==> src/verilog/cbo_pkg.sv <==
// Package: option byte fields, reset values and timing constants
package cbo_pkg;
   // Option byte field positions
   localparam int BO_DETECT_BIT     = 7;
   localparam int BO_RESET_BIT      = 4;
   localparam int WD_OPTION_BIT     = 7;
   localparam int CLK_FILTER_BIT    = 4;
   localparam int RC_FREQ_BIT       = 3;
   localparam int SRC_SEL_HI_BIT    = 1;
   localparam int SRC_SEL_LO_BIT    = 0;
   localparam int DB_EXTEND_BIT     = 7;
   localparam int DB_LENGTH_BIT     = 6;
   localparam int SYS_HALVE_BIT     = 0;
   // Unprogrammed (erased) option byte value
   localparam logic [7:0] OPT_ERASED = 8'hFF;
   // Debounce lengths in system clocks
   localparam logic [5:0] DB_SHORT   = 6'h08;
   localparam logic [5:0] DB_MID     = 6'h10;
   localparam logic [5:0] DB_LONG    = 6'h20;
   // Internal RC output frequencies, kHz
   localparam int RC_FULL_KHZ       = 22118;
   localparam int RC_HALF_KHZ       = 11059;
   // Clock source codes
   typedef enum logic [1:0] {
      CBO_SRC_XTAL = 2'b00,
      CBO_SRC_UNDEF = 2'b01,
      CBO_SRC_RSVD = 2'b10,
      CBO_SRC_RC   = 2'b11
   } cbo_src_t;
   // Loader states
   typedef enum logic [1:0] {
      CBO_ST_IDLE   = 2'b00,
      CBO_ST_SAMPLE = 2'b01,
      CBO_ST_SETTLE = 2'b10,
      CBO_ST_RUN    = 2'b11
   } cbo_state_t;
   localparam logic [2:0] SETTLE_CYCLES = 3'h4;
endpackage : cbo_pkg

==> src/verilog/cbo_debounce.sv <==
// Reset pin debouncer with selectable stable length
`timescale 1ns/1ps
module cbo_debounce
   import cbo_pkg::*;
(
   input  wire logic       mclk,
   input  wire logic       nrst,
   input  wire logic       pin_n,
   input  wire logic [5:0] length,
   input  wire logic       sys_en,
   output logic            pin_reset
);
   logic [5:0] cnt_r;
   logic       last_r;

   // Counts only on system clock enables so length is in system clocks
   always_ff @(posedge mclk or negedge nrst) begin
      if (!nrst) begin
         cnt_r     <= 6'h00;
         last_r    <= 1'b1;
         pin_reset <= 1'b0;
      end else if (sys_en) begin
         last_r <= pin_n;
         if (pin_n != last_r) begin
            cnt_r <= 6'h00;
         end else if (cnt_r + 6'h01 >= length) begin
            pin_reset <= !pin_n;
         end else begin
            cnt_r <= cnt_r + 6'h01;
         end
      end
   end
endmodule : cbo_debounce

==> src/verilog/cbo_clkdiv.sv <==
// System clock enable divider: full or half rate
`timescale 1ns/1ps
module cbo_clkdiv (
   input  wire logic mclk,
   input  wire logic nrst,
   input  wire logic halve,
   output logic      sys_en
);
   logic phase_r;

   always_ff @(posedge mclk or negedge nrst) begin
      if (!nrst) begin
         phase_r <= 1'b0;
      end else begin
         phase_r <= !phase_r;
      end
   end

   // Halving drops every other cycle
   assign sys_en = halve ? phase_r : 1'b1;
endmodule : cbo_clkdiv

==> src/verilog/cbo_decoder.sv <==
// Option byte decoder and run-time control bit loader
`timescale 1ns/1ps
module cbo_decoder
   import cbo_pkg::*;
(
   input  wire logic       mclk,
   input  wire logic       nrst,
   input  wire logic [7:0] brownout_option_byte,
   input  wire logic [7:0] watchdog_clock_option_byte,
   input  wire logic [7:0] reset_debounce_divider_option_byte,
   input  wire logic       reset_event,
   input  wire logic       sw_reset,
   input  wire logic       supply_low,
   input  wire logic       reset_pin_n,
   input  wire logic       detect_wr,
   input  wire logic       detect_wdata,
   input  wire logic       watchdog_wr,
   input  wire logic       watchdog_wdata,
   output logic            brownout_detect_enable,
   output logic            watchdog_enable,
   output logic            brownout_reset,
   output logic            clock_filter_on,
   output logic            rc_full_rate,
   output logic            src_is_rc,
   output logic            src_is_xtal,
   output logic            src_invalid,
   output logic            sysclk_halved,
   output logic            system_clock_en,
   output logic [5:0]      debounce_length,
   output logic            pin_reset,
   output logic            core_reset_n
);
   cbo_state_t state_r;
   cbo_state_t state_nxt;
   logic [7:0] bo_r;
   logic [7:0] wd_r;
   logic [7:0] db_r;
   logic [2:0] settle_r;
   logic       load_mirrors;
   logic       any_reset;
   cbo_src_t   src;
   logic       first_load_r;
   logic       sw_seen_r;

   ////////////////////////////////////////////////////////////////
   // Debounce length decode, used for the registered output
   function automatic logic [5:0] db_len(input logic [7:0] opt);
      if (opt[DB_EXTEND_BIT]) begin
         db_len = DB_SHORT;
      end else if (opt[DB_LENGTH_BIT]) begin
         db_len = DB_MID;
      end else begin
         db_len = DB_LONG;
      end
   endfunction : db_len

   ////////////////////////////////////////////////////////////////
   // Loader sequence
   // Resets outside RUN are dropped; a new load starts only from RUN
   assign any_reset = reset_event | sw_reset;

   always_comb begin
      state_nxt = state_r;
      case (state_r)
         CBO_ST_IDLE: begin
            state_nxt = CBO_ST_SAMPLE;
         end
         CBO_ST_SAMPLE: begin
            state_nxt = CBO_ST_SETTLE;
         end
         CBO_ST_SETTLE: begin
            if (settle_r == SETTLE_CYCLES) begin
               state_nxt = CBO_ST_RUN;
            end
         end
         CBO_ST_RUN: begin
            if (any_reset) begin
               state_nxt = CBO_ST_SAMPLE;
            end
         end
         default: begin
            state_nxt = CBO_ST_IDLE;
         end
      endcase
   end

   always_ff @(posedge mclk or negedge nrst) begin
      if (!nrst) begin
         state_r <= CBO_ST_IDLE;
      end else begin
         state_r <= state_nxt;
      end
   end

   always_ff @(posedge mclk or negedge nrst) begin
      if (!nrst) begin
         settle_r <= 3'h0;
      end else if (state_r == CBO_ST_SETTLE) begin
         settle_r <= settle_r + 3'h1;
      end else begin
         settle_r <= 3'h0;
      end
   end

   ////////////////////////////////////////////////////////////////
   // Option sampling; bytes are caught after release, not at reset
   // brown-out byte sample
   always_ff @(posedge mclk or negedge nrst) begin
      if (!nrst) begin
         bo_r <= OPT_ERASED;
      end else if (state_r == CBO_ST_SAMPLE) begin
         bo_r <= brownout_option_byte;
      end
   end

   always_ff @(posedge mclk or negedge nrst) begin
      if (!nrst) begin
         wd_r <= OPT_ERASED;
      end else if (state_r == CBO_ST_SAMPLE) begin
         wd_r <= watchdog_clock_option_byte;
      end
   end

   always_ff @(posedge mclk or negedge nrst) begin
      if (!nrst) begin
         db_r <= OPT_ERASED;
      end else if (state_r == CBO_ST_SAMPLE) begin
         db_r <= reset_debounce_divider_option_byte;
      end
   end

   // Registered from next state so release lines up with RUN
   // core held until settled
   always_ff @(posedge mclk or negedge nrst) begin
      if (!nrst) begin
         core_reset_n <= 1'b0;
      end else begin
         core_reset_n <= (state_nxt == CBO_ST_RUN);
      end
   end

   ////////////////////////////////////////////////////////////////
   // Run-time mirrors; power-up counts as a load, later only on
   // software reset, so other resets keep software's values
   // reload only on software reset
   assign load_mirrors = (state_r == CBO_ST_SETTLE) &&
                         (settle_r == 3'h0) &&
                         (first_load_r || sw_seen_r);

   // Software writes wait for core release; the reload slot lies
   // inside the hold, so the two never meet in one cycle
   always_ff @(posedge mclk or negedge nrst) begin
      if (!nrst) begin
         first_load_r <= 1'b1;
         sw_seen_r    <= 1'b0;
      end else begin
         if (load_mirrors) begin
            first_load_r <= 1'b0;
         end
         if (state_r == CBO_ST_RUN && any_reset) begin
            sw_seen_r <= sw_reset;
         end
      end
   end

   always_ff @(posedge mclk or negedge nrst) begin
      if (!nrst) begin
         brownout_detect_enable <= 1'b0;
      end else if (load_mirrors) begin
         brownout_detect_enable <= !bo_r[BO_DETECT_BIT];
      end else if (detect_wr && core_reset_n) begin
         brownout_detect_enable <= detect_wdata;
      end
   end

   always_ff @(posedge mclk or negedge nrst) begin
      if (!nrst) begin
         watchdog_enable <= 1'b0;
      end else if (load_mirrors) begin
         watchdog_enable <= !wd_r[WD_OPTION_BIT];
      end else if (watchdog_wr && core_reset_n) begin
         watchdog_enable <= watchdog_wdata;
      end
   end

   ////////////////////////////////////////////////////////////////
   // Brown-out reset gate
   // Also gated by the run-time enable, so software can mute it
   // reset only when option set
   always_ff @(posedge mclk or negedge nrst) begin
      if (!nrst) begin
         brownout_reset <= 1'b0;
      end else begin
         brownout_reset <= supply_low && brownout_detect_enable &&
                           bo_r[BO_RESET_BIT];
      end
   end

   ////////////////////////////////////////////////////////////////
   // Clock decode
   assign src = cbo_src_t'({wd_r[SRC_SEL_HI_BIT], wd_r[SRC_SEL_LO_BIT]});

   always_ff @(posedge mclk or negedge nrst) begin
      if (!nrst) begin
         clock_filter_on <= 1'b1;
      end else begin
         clock_filter_on <= wd_r[CLK_FILTER_BIT];
      end
   end

   always_ff @(posedge mclk or negedge nrst) begin
      if (!nrst) begin
         rc_full_rate <= 1'b1;
      end else begin
         rc_full_rate <= wd_r[RC_FREQ_BIT];
      end
   end

   always_ff @(posedge mclk or negedge nrst) begin
      if (!nrst) begin
         src_is_rc <= 1'b1;
      end else begin
         src_is_rc <= (src == CBO_SRC_RC);
      end
   end

   always_ff @(posedge mclk or negedge nrst) begin
      if (!nrst) begin
         src_is_xtal <= 1'b0;
      end else begin
         src_is_xtal <= (src == CBO_SRC_XTAL);
      end
   end

   always_ff @(posedge mclk or negedge nrst) begin
      if (!nrst) begin
         src_invalid <= 1'b0;
      end else begin
         src_invalid <= (src == CBO_SRC_RSVD) ||
                        (src == CBO_SRC_UNDEF);
      end
   end

   always_ff @(posedge mclk or negedge nrst) begin
      if (!nrst) begin
         sysclk_halved <= 1'b0;
      end else begin
         sysclk_halved <= !db_r[SYS_HALVE_BIT];
      end
   end

   always_ff @(posedge mclk or negedge nrst) begin
      if (!nrst) begin
         debounce_length <= DB_SHORT;
      end else begin
         debounce_length <= db_len(db_r);
      end
   end

   ////////////////////////////////////////////////////////////////
   cbo_clkdiv u_clkdiv (
      .mclk   (mclk),
      .nrst   (nrst),
      .halve  (sysclk_halved),
      .sys_en (system_clock_en)
   );

   cbo_debounce u_debounce (
      .mclk      (mclk),
      .nrst      (nrst),
      .pin_n     (reset_pin_n),
      .length    (debounce_length),
      .sys_en    (system_clock_en),
      .pin_reset (pin_reset)
   );
endmodule : cbo_decoder

==> config.mk <==
export PLATFORM = sky130hd
export DESIGN_NAME = cbo_decoder
export DESIGN_NICKNAME = d
export VERILOG_FILES = /design/src/verilog/cbo_pkg.sv /design/src/verilog/cbo_debounce.sv /design/src/verilog/cbo_clkdiv.sv /design/src/verilog/cbo_decoder.sv
export SDC_FILE = /design/constraint.sdc
export NUM_CORES = 1
export LEC_CHECK = 0
export BUFFER_PORTS_ARGS = -buffer_cell sky130_fd_sc_hd__buf_2
export CORE_UTILIZATION = 37
export DETAILED_ROUTE_END_ITERATION = 10
export PLACE_DENSITY = 0.61
export SETUP_SLACK_MARGIN = 0.3
export SLEW_MARGIN = 30
export SYNTH_ARGS = -nofsm -noshare
export SYNTH_HDL_FRONTEND = slang
export SYNTH_SLANG_ARGS = --single-unit
==> constraint.sdc <==
create_clock -name mclk -period 2.7 [get_ports mclk]
set_clock_uncertainty 0.05 [all_clocks]
set_input_delay 0.54 -clock mclk [delete_from_list [all_inputs] [get_ports mclk]]
set_output_delay 0.54 -clock mclk [all_outputs]
set_load 0.02 [all_outputs]
# [Yosys cells after proc, flatten, opt, wreduce, memory -nomap -nowiden]
# Cells that the tools add are included.
[totals] ff_bits=56 in_bits=34 out_inout_bits=18 elab_cells=71
[op_classes] add_sub_neg=2 n_lt_le_gt_ge=1 n_eq_ne=10 n_mux=13 n_bitwise=2 reduce_logical=21
[ops] operator="2-to-1 mux 6 bit" count=4
[ops] operator="== test 2 bit, second input constant" count=5
[ops] operator="one-hot mux 2 bit (4 select lines)" count=1
[ops] operator="logical AND 1 bit" count=7
[ops] operator="adder 6 x 1 -> 6 bit, second input constant" count=1
[ops] operator=">= comparator 6 bit" count=1
[ops] operator="logical NOT 1 bit" count=5
[ops] operator="2-to-1 mux 1 bit" count=5
[ops] operator="== test 2 x 1 -> 1 bit, second input constant" count=2
[ops] operator="logical NOT 2 bit" count=2
[ops] operator="2-to-1 mux 2 bit" count=2
[ops] operator="nonzero test 2 bit" count=2
[ops] operator="adder 3 x 1 -> 3 bit, second input constant" count=1
[ops] operator="== test 3 bit, second input constant" count=1
[ops] operator="logical NOT 3 bit" count=1
[ops] operator="2-to-1 mux 3 bit" count=1
[ops] operator="AND reduction 3 bit" count=1
[ops] operator="logical OR 1 bit" count=2
[ops] operator="inequality test 2 x 1 -> 1 bit, second input constant" count=1
[ops] operator="AND reduction 2 bit" count=1
[ops] operator="inequality test 1 bit" count=1
[ops] operator="NOT 1 bit" count=1
[ops] operator="OR 1 bit" count=1

# [Logic depth before layout (Yosys ltp)]
[depth] depth_word=4 depth_mapped=9

# [By module]
# Synthesis repeated with hierarchy kept, for this count alone.
[hier_totals] cells_unflattened=154 hier_area_um2=1849.3
[by_module_without_submodules] module="cbo_decoder" instances=1 cells_per_inst=84 area_per_inst_um2=1176.1
[by_module_without_submodules] module="cbo_debounce" instances=1 cells_per_inst=67 area_per_inst_um2=638.1
[by_module_without_submodules] module="cbo_clkdiv" instances=1 cells_per_inst=3 area_per_inst_um2=35.0

# [Least setup slack after synthesis]
# Ideal clock, no wire load.
[synth_path] kind="reg-to-reg" start="register u_debounce.cnt_r[0]" end="register u_debounce.cnt_r[1]" setup_ns=0.126 arrival_time_ns=2.096 setup_slack_ns=0.427 path_stages_with_launch=10 period_less_slack_ns=2.273 cell_sequence="dfrtp_1 > ha_1 > nand3_1 > xnor2_1 > ha_1 > nand2_1 > or3_1 > buf_6 > and3_4 > a221o_1"
[synth_between] elab_chain_cells=4 elab_cells_between_ends=6 classes_between="1 x add/sub; 1 x order compare; 1 x eq/ne; 2 x mux; 1 x reduce/logical"
[synth_rtl] item="start, declared" line="cbo_debounce.sv:13" rtl="logic [5:0] cnt_r;"
[synth_rtl] item="start signal, assigned" line="cbo_debounce.sv:29" rtl="cnt_r <= cnt_r + 6'h01;"
[synth_rtl] item="adder 6 x 1 -> 6 bit (*)" line="cbo_debounce.sv:26, cbo_debounce.sv:29"
[synth_rtl] item=">= comparator 6 bit" line="cbo_debounce.sv:26" rtl="end else if (cnt_r + 6'h01 >= length) begin"
[synth_rtl] item="inequality test 2 x 1 -> 1 bit (no source line)"
[synth_rtl] item="AND reduction 2 bit (no source line)"
# Mark *: on every way between the ends. The rest lies on a longest branch, timed or not. The select of a mux whose other input is x is not followed.
# A chain may end at the register's enable or synchronous reset.

# [Worst setup path in the final report]
[layout_path] start="register u_debounce.cnt_r[0]" end="register u_debounce.cnt_r[4]"
# The elaborated chain is that of the path after synthesis.

==> reports/qor.txt <==
number of global-route vias before repair -> 1247
max_cap viols -> 0
post-synthesis adder-cell area fraction -> 6.392%
Rel. slew slack -> 60.31%
antenna-violating nets left -> 0
HPWL after detailed placement -> 2275 µm
kind of critical path -> reg2reg
Switching Power -> 0.8395 mW
Post-Syn Area -> 0.001762 mm²
starting density of the core -> 39.37%
die height -> 71 µm
unrepaired setup endpoints after global routing -> no
Fin Setup TNS -> 0 ns
crit path launch type -> flop
ys flop type -> dfrtp_1
P_int -> 1.652 mW
WL final -> 3201 µm
Critical Path RT -> 2.82 ns
critical path's slowest cell -> dfrtp_2
Slew @ Worst Pin -> 0.5941 ns
final hold viol count -> 0
Synth Area in XOR/XNOR -> 2.983%
CP bufs+invs -> 0
worst-skew pair later-pin latency -> 0.28 ns
compound-gate portion of the synthesized area -> 12.36%
routed vias/inst -> 5.159
failing checks -> design-rule violations
largest family of logic cells by synthesized area -> compound AO/OA/AOI/OAI gates
synth top area cells -> dfrtp_1, dfstp_2, ha_1
ratio of cells with drive above 1 in the final layout -> 39.18%
most common library cells after synthesis -> dfrtp_1, dfstp_2, nand2_1
Synth cell types -> 37
Synth area leader -> dfrtp_1
# DRC -> 2
critical path peak fanout -> 5
antenna cells -> 0
Leak Pwr -> 0.9952 nW
Die W -> 71 µm
Cell Rows -> 24
Comb power frac -> 34.4%
drt first pass iters -> 7
Detailed Route Iter0 Violations -> 98
sw frac -> 33.69%
CTS tree -> done
Top-Level Pins -> 52
deepest clock path buffer count -> 2
GR Util All Layers -> 13.91%
area delta synth->final -> 23.08%
delay-heaviest family, CP -> simple AND/OR/NAND/NOR gates
simple-gate share of the synthesized area -> 12.22%
CTS buffer count -> 5
Seq/Total Area, Yosys -> 56.53%
Clock power frac -> 22.7%
largest net degree at the start of global routing -> 40
initial antenna violation count -> 0
mux cell area share after synthesis -> 4.474%
HP Class -> in2async
Worst path max stage delay -> 0.43 ns
clk sink count -> 39
DR WL/cell -> 13.01 µm
H-tree levels -> 2
CTS Hold Bufs -> 0
CORE AREA -> 0.004474 mm²
Achievable Freq -> 443.4 MHz
Filler Cells Inserted -> 419
crit share post-route -> 83.54%
PwrDens -> 1149 mW/mm²
post-synthesis register bit count -> 39
Root Buffer Master -> clkbuf_8
CP Capture Type -> flop
max-slew violation count -> 0
Congestion Overflow GR -> 0
worst path cell trace -> ha_4 > nand3_1 > xnor2_1 > ha_1 > nand2_1 > or3_1 > and3_4 > a221o_1
post-synthesis async set-or-reset flop share -> 100.0%
most frequent cell after synthesis -> dfrtp_1
cell count after synthesis -> 152
Final nets -> 236
EDFF count, synth -> 0
min Tclk post-route -> 2.256 ns
Synth top area share -> 32.67%
status -> finished with violations
sequential share of power -> 42.9%
clock-pin transition on the worst setup and hold timing paths -> 0.08 ns
CP arrival -> 2.37 ns
GP Congestion -> 0.8290
die area -> 0.005041 mm²
Final setup viols -> 0
Min Hold Slack -> 0.1557 ns
IO buf count -> 34
Mean Syn Cell Area -> 11.59 µm²
YS warnings -> 0
global-route wire length before repair -> 5471 µm
VDD IR max -> 0.5671 mV
via count -> 1269
[layer usage]
layer	part of all wire [%]	vias up	routed length (µm)	track usage, %
li1	-	610	-	-
met1	42	622	1360	16.43
met2	52	35	1661	24.36
met3	5.2	2	165	4.416
met4	0.44	0	14	4.000
met5	0	-	0	0
[cell type report]
cell class              count  area [µm²]  share of cell area (%)
clock buffers               6       72.57                   3.347
clock inverters             2       60.06                   2.770
inverters                  10       37.54                   1.731
multi-input cells          98       706.9                   32.60
flip-flops and latches     39       998.5                   46.05
well taps                  52       65.06                   3.001
repair buffers             39       227.7                   10.50
[state kept, by name, summed over array words and instances (netlist names), 2 cells and up]
name and flops:
bo_r 2, db_r 3, debounce_length 3, settle_r 3, state_r 2, u_debounce.cnt_r 6, wd_r 5
[path summary, 6_finish.rpt]
| check | startpoint | slack, ns | to | depth (start not counted) |
|---|---|---|---|---|
| max in group asynchronous | nrst | 1.90 | wd_r[7] | 2 |
| min in group mclk | wd_r[3] | 0.32 | rc_full_rate | 0 |
| hold / removal | nrst | 0.16 | u_debounce.pin_reset | 1 |
| hold reg to reg | wd_r[3] | 0.32 | rc_full_rate | 0 |
| setup reg to reg | u_debounce.cnt_r[0] | 0.44 | u_debounce.cnt_r[4] | 8 |
| setup / recovery | u_debounce.cnt_r[0] | 0.44 | u_debounce.cnt_r[4] | 8 |
[what timing repair did]
item	4_1_cts	5_1_grt
resized for setup	0	6
setup endpoints to repair	0	5
buffers inserted	0	1
hold endpoints to repair	0	0
[power groups by stage]
stage | clock network, mW | registers [mW] | logic (mW)
2_1_floorplan | 0 | 1.16 | 0.490
3_3_place_gp | 0 | 1.05 | 0.819
3_5_place_dp | 0 | 1.07 | 0.845
6_report | 0.565 | 1.07 | 0.858
5_1_grt | 0.604 | 1.11 | 0.959
4_1_cts | 0.580 | 1.06 | 0.847
[logic make-up after synthesis]
family | count (synthesis)
buffers and inverters | 17
AO/OA/AOI/OAI | 32
multiplexers | 7
flip-flops | 39
adder cells (fa/ha/maj) | 9
AND/OR/NAND/NOR | 41
XOR/XNOR | 6
other | 1
[cell usage in the layout, fill, tap and decap left out, types with 2 or more instances in the layout]
master,netlist,layout
a21boi_0,2,2
a21oi_1,7,7
a221o_1,3,3
a311oi_1,2,2
a31oi_1,2,2
and2_1,3,3
and3_1,2,2
buf_2,2,34
buf_4,3,4
bufinv_16,0,2
clkbuf_8,0,5
conb_1,1,3
dfrtp_1,23,21
dfrtp_2,0,2
dfstp_2,16,16
ha_1,9,8
inv_1,10,10
mux2_2,7,7
nand2_1,13,13
nand2b_1,2,2
nand3_1,5,4
nor2_1,6,6
nor2b_1,5,5
o21ai_0,8,8
xnor2_1,3,3
xor2_1,3,3
[stage by stage]
stage | power (mW) | utilization, % | cells | instance area, µm² | worst slack, ns
floorplan | 1.653 | - | 154 | 1769 | 0.4275
global placement | 1.871 | 44.24 | 236 | 1979 | 0.4052
detailed placement | 1.914 | 44.24 | 236 | 1979 | 0.3755
CTS | 2.487 | 47.20 | 244 | 2112 | 0.3476
global route | 2.673 | 48.46 | 246 | 2168 | 0.3085
finish | 2.492 | 48.46 | 246 | 2168 | 0.4445
Note: power is estimated with default switching activity, not from simulation.
